$ cat config.mk
export PLATFORM = sky130hd
export DESIGN_NAME = reset_source_sequencer
export DESIGN_NICKNAME = d
export VERILOG_FILES = /design/src/hdl/reset_source_sequencer.v
export VERILOG_INCLUDE_DIRS = /design/src /design/src/hdl
export SDC_FILE = /design/constraint.sdc
export NUM_CORES = 1
export LEC_CHECK = 0
export ABC_CLOCK_PERIOD_IN_PS = 3600
export BUFFER_PORTS_ARGS = -buffer_cell sky130_fd_sc_hd__buf_2
export CAP_MARGIN = 20
export CORE_MARGIN = 10
export CORE_UTILIZATION = 55
export DETAILED_ROUTE_END_ITERATION = 10
export PLACE_DENSITY = 0.95
export SYNTH_ARGS = -nofsm -noshare
export SYNTH_HDL_FRONTEND = slang
export SYNTH_SLANG_ARGS = --single-unit
$ cat constraint.sdc
create_clock -name i_core_clk -period 3.6 [get_ports i_core_clk]
set_clock_uncertainty 0.15 [all_clocks]
set_input_delay 0.18 -clock i_core_clk [delete_from_list [all_inputs] [get_ports i_core_clk]]
set_output_delay 0.18 -clock i_core_clk [all_outputs]
set_load 0.01 [all_outputs]
$ cat src/hdl/reset_source_sequencer_regs.vh
`ifndef RESET_SOURCE_SEQUENCER_REGS_VH
`define RESET_SOURCE_SEQUENCER_REGS_VH

// Register byte addresses
`define ADDR_CAUSE_FLAGS 12'h000
`define ADDR_PROC_MODE0 12'h004
`define ADDR_PROC_MODE1 12'h008
`define ADDR_OSC_CTRL2 12'h00C
`define ADDR_LVL_CTRL 12'h010
`define ADDR_STATUS 12'h014

// Reset cause flag bit positions
`define BIT_COLD_WARM 0
`define BIT_HW_CAUSE 1
`define BIT_SOFT_CAUSE 2
`define BIT_WDT_CAUSE 3
`define BIT_LVL1_CAUSE 4
`define BIT_LVL2_CAUSE 5
`define BIT_OSC_CAUSE 6

// Processor mode register 0 fields
`define BIT_PROC_MODE_LO 0
`define BIT_PROC_MODE_HI 1
`define BIT_SOFT_REQ 3
// Processor mode register 1 field
`define BIT_WDT_ACTION 2
// Oscillator control register 2 fields
`define BIT_CPU_DIV8_SEL 0
`define BIT_OSC_ACTION 7
// Supply monitor control fields
`define BIT_LVL1_SELECT 0
`define BIT_LVL2_SELECT 1

// Reset values
`define RST_PROC_MODE 2'h0
`define RST_WDT_ACTION 1'h0
`define RST_OSC_ACTION 1'h0
`define RST_CPU_DIV8_SEL 1'h1
`define RST_LVL_SELECT 2'h0

// Timing, in low-speed oscillator cycles unless stated
`define CLK_PERIOD_NS 8
`define LVL0_RELEASE_CYCLES 10'h020
`define CPU_DIV 8
`define LVL_EXTRA_CPU_CYCLES 60
`define TPS_NS 160
`define TPS_CYCLES ((`TPS_NS + `CLK_PERIOD_NS - 1) / `CLK_PERIOD_NS)
`define LVL_WAIT_CYCLES (`TPS_CYCLES + `LVL_EXTRA_CPU_CYCLES * `CPU_DIV)
`define SHORT_RESET_CYCLES 10'h008

`endif

$ cat src/hdl/reset_source_sequencer.v
// Function
// - Power-up: release after 32 oscillator cycles
// - Every reset selects oscillator divided by eight
// - Cold/warm flag cleared by power-up and level-0 resets
// - Cold/warm flag set only by software
// - Level-0 drop resets; release after 32
// - Level-1 reset waits tps plus 60
// - Level-1 reset sets its cause flag
// - Level-2 reset waits tps plus 60
// - Level-2 reset sets its cause flag
// - Warm resets keep processor mode bits
// - Oscillator stop with action 0 halts
// - Oscillator-stop reset sets its cause flag
// - Halt left by hardware or level-0
// - Watchdog underflow with action 1 resets
// - Watchdog reset sets its cause flag
// - Software reset bit restarts the device
// - Software reset sets its cause flag
// - No reset clears internal RAM
// - Level-0 threshold follows select option bit
// - Hardware reset sets its flag and clears the soft, watchdog, level-1 and level-2 flags
// - Oscillator-stop flag cleared by writing 0
// - Power-up and level-0 resets clear every cause flag
//
// The APB register port and the placing of the registers were chosen for this implementation.
`timescale 1ns/100ps
`include "reset_source_sequencer_regs.vh"

module reset_source_sequencer (
  input wire i_core_clk,
  input wire i_rst,
  input wire i_reset_pin_n,
  input wire i_lvl0_below,
  input wire i_lvl1_below,
  input wire i_lvl2_below,
  input wire i_osc_stop,
  input wire i_wdt_underflow,
  input wire i_lvl0_threshold_select,
  input wire i_lvl0_start_option,
  input wire i_psel,
  input wire i_penable,
  input wire i_pwrite,
  input wire [11:0] i_paddr,
  input wire [31:0] i_pwdata,
  output reg [31:0] o_prdata,
  output reg o_pready,
  output reg o_pslverr,
  output reg o_sys_reset,
  output reg o_cpu_run,
  output reg o_halt,
  output reg o_cpu_clk,
  output reg o_cpu_div8_select,
  output reg [1:0] o_proc_mode,
  output reg o_lvl0_threshold_select,
  output reg o_lvl0_monitor_enable
);

  localparam ST_POR = 3'h0;
  localparam ST_HOLD = 3'h1;
  localparam ST_CNT = 3'h2;
  localparam ST_RUN = 3'h3;
  localparam ST_HALT = 3'h4;

  localparam integer LVL_WAIT = `LVL_WAIT_CYCLES;

  // One lane per asynchronous source; the pin lane idles high so reset fakes no pin reset
  wire [7:0] async_in;
  reg [7:0] sync1_ff;
  reg [7:0] sync2_ff;
  reg [7:0] sync3_ff;
  assign async_in = {i_lvl0_start_option, i_lvl0_threshold_select, i_wdt_underflow,
                     i_osc_stop, i_lvl2_below, i_lvl1_below, i_lvl0_below, i_reset_pin_n};

  genvar g;
  generate
    for (g = 0; g < 8; g = g + 1) begin : gen_sync
      always @(posedge i_core_clk or posedge i_rst) begin
        if (i_rst) begin
          sync1_ff[g] <= (g == 0);
          sync2_ff[g] <= (g == 0);
          sync3_ff[g] <= (g == 0);
        end else begin
          sync1_ff[g] <= async_in[g];
          sync2_ff[g] <= sync1_ff[g];
          sync3_ff[g] <= sync2_ff[g];
        end
      end
    end
  endgenerate

  wire pin_low = ~sync2_ff[0];
  wire lvl0_below = sync2_ff[1];
  wire lvl1_fall = sync2_ff[2] & ~sync3_ff[2];
  wire lvl2_fall = sync2_ff[3] & ~sync3_ff[3];
  wire osc_stopped = sync2_ff[4];
  wire wdt_event = sync2_ff[5] & ~sync3_ff[5];
  wire opt_threshold = sync2_ff[6];
  wire opt_start = sync2_ff[7];

  reg [2:0] state_ff;
  reg [2:0] nxt_state;
  reg [9:0] cnt_ff;
  reg [9:0] nxt_cnt;
  reg [6:0] flags_ff;
  reg [6:0] nxt_flags;
  reg [1:0] proc_mode_ff;
  reg [1:0] nxt_proc_mode;
  reg soft_req_ff;
  reg nxt_soft_req;
  reg wdt_action_ff;
  reg nxt_wdt_action;
  reg osc_action_ff;
  reg nxt_osc_action;
  reg div8_sel_ff;
  reg nxt_div8_sel;
  reg [1:0] lvl_sel_ff;
  reg [1:0] nxt_lvl_sel;
  reg lvl0_en_ff;
  reg threshold_ff;
  reg [2:0] div_ff;

  wire running = (state_ff == ST_RUN);
  wire lvl0_trig = lvl0_en_ff & lvl0_below;
  wire osc_trig = running & osc_stopped & ~osc_action_ff;
  wire wdt_trig = running & wdt_event & wdt_action_ff;
  wire lvl1_trig = running & lvl1_fall & lvl_sel_ff[0];
  wire lvl2_trig = running & lvl2_fall & lvl_sel_ff[1];
  wire soft_trig = running & soft_req_ff;
  wire warm_trig = osc_trig | wdt_trig | lvl1_trig | lvl2_trig | soft_trig;
  wire cold_trig = lvl0_trig | pin_low;

  wire apb_setup = i_psel & ~i_penable;
  wire apb_wr = i_psel & i_penable & o_pready & i_pwrite;
  wire [7:0] wbyte = i_pwdata[7:0];

  // Sequencer: a cold source wins in every state except ST_POR
  always @* begin
    nxt_state = state_ff;
    nxt_cnt = cnt_ff;
    case (state_ff)
      ST_POR: begin
        if (~lvl0_below) begin
          nxt_state = ST_CNT;
          nxt_cnt = `LVL0_RELEASE_CYCLES;
        end
      end
      ST_HOLD: begin
        if (~cold_trig) begin
          if (lvl0_below) begin
            nxt_state = ST_HOLD;
          end else begin
            nxt_state = ST_CNT;
            nxt_cnt = `LVL0_RELEASE_CYCLES;
          end
        end
      end
      ST_CNT: begin
        if (cnt_ff <= 10'h001) begin
          nxt_state = ST_RUN;
        end else begin
          nxt_cnt = cnt_ff - 10'h001;
        end
      end
      ST_RUN: begin
        if (osc_trig) begin
          nxt_state = ST_HALT;
        end else if (wdt_trig | soft_trig) begin
          nxt_state = ST_CNT;
          nxt_cnt = `SHORT_RESET_CYCLES;
        end else if (lvl1_trig | lvl2_trig) begin
          nxt_state = ST_CNT;
          nxt_cnt = LVL_WAIT[9:0];
        end
      end
      ST_HALT: begin
        nxt_state = ST_HALT;
      end
      default: begin
        nxt_state = ST_POR;
      end
    endcase
    if (cold_trig && state_ff != ST_POR) begin
      nxt_state = ST_HOLD;
    end
  end

  // Cause flags and the registers that the reset sources act on
  always @* begin
    nxt_flags = flags_ff;
    nxt_proc_mode = proc_mode_ff;
    nxt_soft_req = soft_req_ff;
    nxt_wdt_action = wdt_action_ff;
    nxt_osc_action = osc_action_ff;
    nxt_div8_sel = div8_sel_ff;
    nxt_lvl_sel = lvl_sel_ff;
    if (apb_wr) begin
      case (i_paddr)
        `ADDR_CAUSE_FLAGS: begin
          if (wbyte[`BIT_COLD_WARM]) begin
            nxt_flags[`BIT_COLD_WARM] = 1'b1;
          end
          if (~wbyte[`BIT_OSC_CAUSE]) begin
            nxt_flags[`BIT_OSC_CAUSE] = 1'b0;
          end
        end
        `ADDR_PROC_MODE0: begin
          nxt_proc_mode = wbyte[`BIT_PROC_MODE_HI:`BIT_PROC_MODE_LO];
          nxt_soft_req = wbyte[`BIT_SOFT_REQ];
        end
        `ADDR_PROC_MODE1: begin
          nxt_wdt_action = wbyte[`BIT_WDT_ACTION];
        end
        `ADDR_OSC_CTRL2: begin
          nxt_div8_sel = wbyte[`BIT_CPU_DIV8_SEL];
          nxt_osc_action = wbyte[`BIT_OSC_ACTION];
        end
        `ADDR_LVL_CTRL: begin
          nxt_lvl_sel = wbyte[`BIT_LVL2_SELECT:`BIT_LVL1_SELECT];
        end
        default: begin
          nxt_flags = flags_ff;
        end
      endcase
    end
    // A reset event overrides a same-cycle write to each register that it reloads
    if (cold_trig | warm_trig) begin
      nxt_soft_req = 1'b0;
      nxt_wdt_action = `RST_WDT_ACTION;
      nxt_osc_action = `RST_OSC_ACTION;
      nxt_div8_sel = `RST_CPU_DIV8_SEL;
    end
    if (lvl0_trig) begin
      nxt_flags = 7'h00;
      nxt_proc_mode = `RST_PROC_MODE;
      nxt_lvl_sel = `RST_LVL_SELECT;
    end else if (pin_low) begin
      nxt_flags[`BIT_HW_CAUSE] = 1'b1;
      nxt_flags[`BIT_SOFT_CAUSE] = 1'b0;
      nxt_flags[`BIT_WDT_CAUSE] = 1'b0;
      nxt_flags[`BIT_LVL1_CAUSE] = 1'b0;
      nxt_flags[`BIT_LVL2_CAUSE] = 1'b0;
      nxt_proc_mode = `RST_PROC_MODE;
      nxt_lvl_sel = `RST_LVL_SELECT;
    end else if (warm_trig) begin
      nxt_flags[`BIT_HW_CAUSE] = 1'b0;
      nxt_flags[`BIT_OSC_CAUSE] = osc_trig;
      nxt_flags[`BIT_WDT_CAUSE] = ~osc_trig & wdt_trig;
      nxt_flags[`BIT_SOFT_CAUSE] = ~osc_trig & ~wdt_trig & soft_trig;
      nxt_flags[`BIT_LVL1_CAUSE] = ~osc_trig & ~wdt_trig & ~soft_trig & lvl1_trig;
      nxt_flags[`BIT_LVL2_CAUSE] = ~osc_trig & ~wdt_trig & ~soft_trig
                                   & ~lvl1_trig & lvl2_trig;
    end
  end

  always @(posedge i_core_clk or posedge i_rst) begin
    if (i_rst) begin
      state_ff <= ST_POR;
      cnt_ff <= 10'h000;
      flags_ff <= 7'h00;
      proc_mode_ff <= `RST_PROC_MODE;
      soft_req_ff <= 1'b0;
      wdt_action_ff <= `RST_WDT_ACTION;
      osc_action_ff <= `RST_OSC_ACTION;
      div8_sel_ff <= `RST_CPU_DIV8_SEL;
      lvl_sel_ff <= `RST_LVL_SELECT;
    end else begin
      state_ff <= nxt_state;
      cnt_ff <= nxt_cnt;
      flags_ff <= nxt_flags;
      proc_mode_ff <= nxt_proc_mode;
      soft_req_ff <= nxt_soft_req;
      wdt_action_ff <= nxt_wdt_action;
      osc_action_ff <= nxt_osc_action;
      div8_sel_ff <= nxt_div8_sel;
      lvl_sel_ff <= nxt_lvl_sel;
    end
  end

  // Option bits are sampled while a cold or pin reset holds the chip,
  // so a change at run time does not move the threshold under the detector
  always @(posedge i_core_clk or posedge i_rst) begin
    if (i_rst) begin
      lvl0_en_ff <= 1'b0;
      threshold_ff <= 1'b0;
    end else if (state_ff == ST_POR || state_ff == ST_HOLD) begin
      lvl0_en_ff <= ~opt_start;
      threshold_ff <= opt_threshold;
    end
  end

  // CPU clock: low-speed oscillator divided by eight
  always @(posedge i_core_clk or posedge i_rst) begin
    if (i_rst) begin
      div_ff <= 3'h0;
    end else begin
      div_ff <= div_ff + 3'h1;
    end
  end

  // Outputs; RAM has no reset path here at all
  always @(posedge i_core_clk or posedge i_rst) begin
    if (i_rst) begin
      o_sys_reset <= 1'b1;
      o_cpu_run <= 1'b0;
      o_halt <= 1'b0;
      o_cpu_clk <= 1'b0;
      o_cpu_div8_select <= `RST_CPU_DIV8_SEL;
      o_proc_mode <= `RST_PROC_MODE;
      o_lvl0_threshold_select <= 1'b0;
      o_lvl0_monitor_enable <= 1'b0;
    end else begin
      o_sys_reset <= (nxt_state != ST_RUN);
      o_cpu_run <= (nxt_state == ST_RUN);
      o_halt <= (nxt_state == ST_HALT);
      o_cpu_clk <= div_ff[2];
      o_cpu_div8_select <= nxt_div8_sel;
      o_proc_mode <= nxt_proc_mode;
      o_lvl0_threshold_select <= threshold_ff;
      o_lvl0_monitor_enable <= lvl0_en_ff;
    end
  end

  // APB slave: data prepared in setup, one-cycle access phase
  reg [31:0] rd_mux;
  reg rd_err;
  always @* begin
    rd_mux = 32'h00000000;
    rd_err = 1'b0;
    case (i_paddr)
      `ADDR_CAUSE_FLAGS: begin
        rd_mux[6:0] = flags_ff;
      end
      `ADDR_PROC_MODE0: begin
        rd_mux[`BIT_PROC_MODE_HI:`BIT_PROC_MODE_LO] = proc_mode_ff;
        rd_mux[`BIT_SOFT_REQ] = soft_req_ff;
      end
      `ADDR_PROC_MODE1: begin
        rd_mux[`BIT_WDT_ACTION] = wdt_action_ff;
      end
      `ADDR_OSC_CTRL2: begin
        rd_mux[`BIT_CPU_DIV8_SEL] = div8_sel_ff;
        rd_mux[`BIT_OSC_ACTION] = osc_action_ff;
      end
      `ADDR_LVL_CTRL: begin
        rd_mux[`BIT_LVL2_SELECT:`BIT_LVL1_SELECT] = lvl_sel_ff;
      end
      `ADDR_STATUS: begin
        rd_mux[2:0] = state_ff;
        rd_mux[3] = lvl0_en_ff;
        rd_mux[4] = threshold_ff;
      end
      default: begin
        rd_err = 1'b1;
      end
    endcase
  end

  always @(posedge i_core_clk or posedge i_rst) begin
    if (i_rst) begin
      o_prdata <= 32'h00000000;
      o_pready <= 1'b0;
      o_pslverr <= 1'b0;
    end else begin
      o_pready <= apb_setup;
      o_pslverr <= apb_setup & rd_err;
      if (apb_setup && !i_pwrite) begin
        o_prdata <= rd_mux;
      end else if (!i_psel) begin
        o_prdata <= 32'h00000000;
      end
    end
  end

endmodule

==> flow_metrics.tcl <==
set metrics [dict create \
    gp_congestion 0.980 \
    hold_viol 0 \
    endpoint_kind "flop" \
    rr_worst_depth 7 \
    cts.sinks 68 \
    postRouteAntennaNets 0 \
    powerDensity_nw_per_um2 622 \
    numCtsBuffers 9 \
    cts_setup_buffers 0 \
    final_nets 421 \
    htreeDepth 3 \
    pin_count 100 \
    critPathCapture "cnt_ff[8]" \
    insertion_delay_ns 0.35 \
    area_delta_synth_final_pct 18.8 \
    fill_cells 403 \
    hp-class "input pin to flop" \
    cpMaxStageDelayCell "or4b_1" \
    netlist_area_um2 3240 \
    p_switching_mw 0.799 \
    clockPowerShare 0.315 \
    synth.distinct_cells 60 \
    holdBufCountCts 16 \
    dp_hpwl_um 5320 \
    antenna_cells_inserted 0 \
    ys_warn_count 0 \
    cp_data_required_time_ns 3.67 \
    reg2reg_from "cnt_ff[0]" \
    final.min_clock_period_ns 2.26 \
    wirelength_um 7520 \
    antenna_found_initial 0 \
    critical_path_depth 7 \
    fp-row-count 27 \
    async_flop_share 1.00 \
    cp_max_fo 5 \
    root_buffer "clkbuf_8" \
    dieArea_um2 9360 \
    wl_per_cell_um 17.2 \
    power_frac_comb 0.265 \
    drc 0 \
    gr-total-overflow 0 \
    dp_cells 405 \
    cap_violations 0 \
    synth_area_per_cell_um2 11.0 \
    start_kind "flop" \
    first_pass_iters 8 \
    r2r_end "cnt_ff[8]" \
    tightest_slew_ns 0.649 \
    regToRegSetupSlack_ns 1.34 \
    final_layout_size_suffix_gt1_frac 0.232 \
    setup_tns_ns 0 \
    cts_tree "built" \
    placed_area_um2 3430 \
    final_common_cell "dfrtp_1" \
    drv_slew 0 \
    synthFlopType "dfrtp_1" \
    hold_slack_ns 0.0624 \
    fin_area_um2 3850 \
    path_clk_slew_ns 0.08 \
    vias 2534 \
    post_cts_resized 0 \
    grt_pass1_vias 2523 \
    yosys_register_bits 68 \
    setup_ws_ns 1.34 \
    layout.cells.most_common_list "dfrtp_1 (64), buf_2 (49), nor2_1 (27)" \
    fin_crit_sh 0.627 \
    cellLeakagePower_nw 1.77 \
    post-place-ws_ns 1.40 \
    track_usage 0.159 \
    crit_family "simple AND/OR/NAND/NOR gates" \
    vdd_drop_max_mv 0.369 \
    synth_edf_count 0 \
    cpPeakStageDelay_ns 0.53 \
    seq_area_frac_synth 0.527 \
    startpoint "cnt_ff[0]" \
    grt_max_degree 53 \
    core_um2 5610 \
    die_h_um 96.7 \
    clockBufferDepth 2 \
    sequentialPowerShare 0.420 \
    setup_viol 0 \
    drtIter0Drc 323 \
    post_drt_via_cell_ratio 5.79 \
    grt_pass1_wl_um 12500 \
    path_class "flop to flop" \
    final_util 0.686 \
    p_int_mw 1.60 \
    totalPowerFinal_mw 2.39 \
    max_slew_margin 0.564 \
    path_buf_inv 1 \
    outcome "finished, final reports clean" \
    worstPathArrival_ns 2.33 \
    die_w_um 96.7 \
    synthCells 295 \
    port_buffers 49 \
    final_cells 438 \
    grt_setup_unrepaired "no" \
    switching_share 0.334 \
    clock.fmax_ghz 0.443 \
    path_cells "inv_1 -> ha_1 -> or4b_1 -> nor4_1 -> a21oi_1 -> o22ai_1 -> a2bb2oi_1" \
    start_util 0.578 \
]
[flip-flops by register name, summed over array words and instances, names as in the netlist, 2 cells and up]
register and flops:
flags_ff 7, lvl_sel_ff 2, o_proc_mode 2, div_ff 3, cnt_ff 10, sync2_ff 4, sync1_ff 8, o_prdata 8
sync3_ff 3, state_ff 3
[layout make-up]
type                       count  area [µm²]  share of cell area
sequential                    68        1710               0.444
multi-input combinational    208        1350               0.352
timing repair buffer          67         433               0.113
clock buffer                  10         128              0.0332
clock inverter                 6         111              0.0289
tap                           72        90.1              0.0234
inverter                       7        26.3             0.00683
[layer usage]
| layer | GRT usage | routed length [µm] |
|---|---|---|
| met1 | 0.190 | 2940 |
| met2 | 0.253 | 3690 |
| met3 | 0.0504 | 669 |
| met4 | 0.0778 | 217 |
| met5 | 0 | 0 |
[worst min path at each step]
stage	cells past startpoint	end	startpoint	slack [ns]
after global placement	1	sync1_ff[0]	i_reset_pin_n	0.14
after CTS	5	o_pslverr	i_paddr[10]	0.06
final	5	o_pslverr	i_paddr[10]	0.06
after floorplan	0	sync1_ff[0]	i_reset_pin_n	0.03
after detailed placement	1	sync1_ff[6]	i_lvl0_threshold_select	0.14
after global routing	3	o_prdata[3]	i_paddr[1]	0.1
[synthesized netlist by cell type, drive strengths merged, types with 4 or more instances]
| library cell | number | area, µm² |
|---|---|---|
| nor3 | 5 | 25.0 |
| nor2 | 27 | 101 |
| a22o | 6 | 52.6 |
| and3b | 5 | 43.8 |
| nand4 | 4 | 25.0 |
| nand2b | 4 | 32.5 |
| buf | 29 | 218 |
| inv | 7 | 26.3 |
| dfrtp | 64 | 1600 |
| a21oi | 18 | 93.8 |
| clkbuf | 6 | 22.5 |
| dfstp | 4 | 105 |
| mux2i | 10 | 100 |
| nor4 | 7 | 77.6 |
| nand3 | 11 | 55.1 |
| nand2 | 15 | 63.8 |
| o21ai | 17 | 85.1 |
| o22ai | 4 | 25.0 |
[worst reg2reg max path, stage by stage, from the launching register on]
cell       delay, ns
dfrtp_1         0.40
inv_1           0.13
ha_1            0.26
or4b_1          0.53
nor4_1          0.32
a21oi_1         0.12
o22ai_1         0.13
a2bb2oi_1       0.08
[logic make-up after synthesis]
| family | count (synthesis) | share of synthesized area |
|---|---|---|
| and+or+nand+nor | 102 | 0.193 |
| DFF | 68 | 0.527 |
| AOI/OAI and AO/OA | 64 | 0.136 |
| buffers and inverters | 42 | 0.0823 |
| muxes | 12 | 0.0413 |
| adders and majority gates | 3 | 0.0116 |
| xor gates and xnor gates | 3 | 0.00811 |
| other | 1 | 0.00116 |
[power by group through the flow]
stage          Combinational, mW  Clock, mW  Sequential [mW]
2_1_floorplan              0.511          0            0.963
3_3_place_gp               0.573          0             1.00
3_5_place_dp               0.595          0             1.01
4_1_cts                    0.618      0.765             1.00
5_1_grt                    0.696      0.799             1.02
6_report                   0.634      0.755             1.01
No activity file was read; power rests on OpenSTA's default activity.
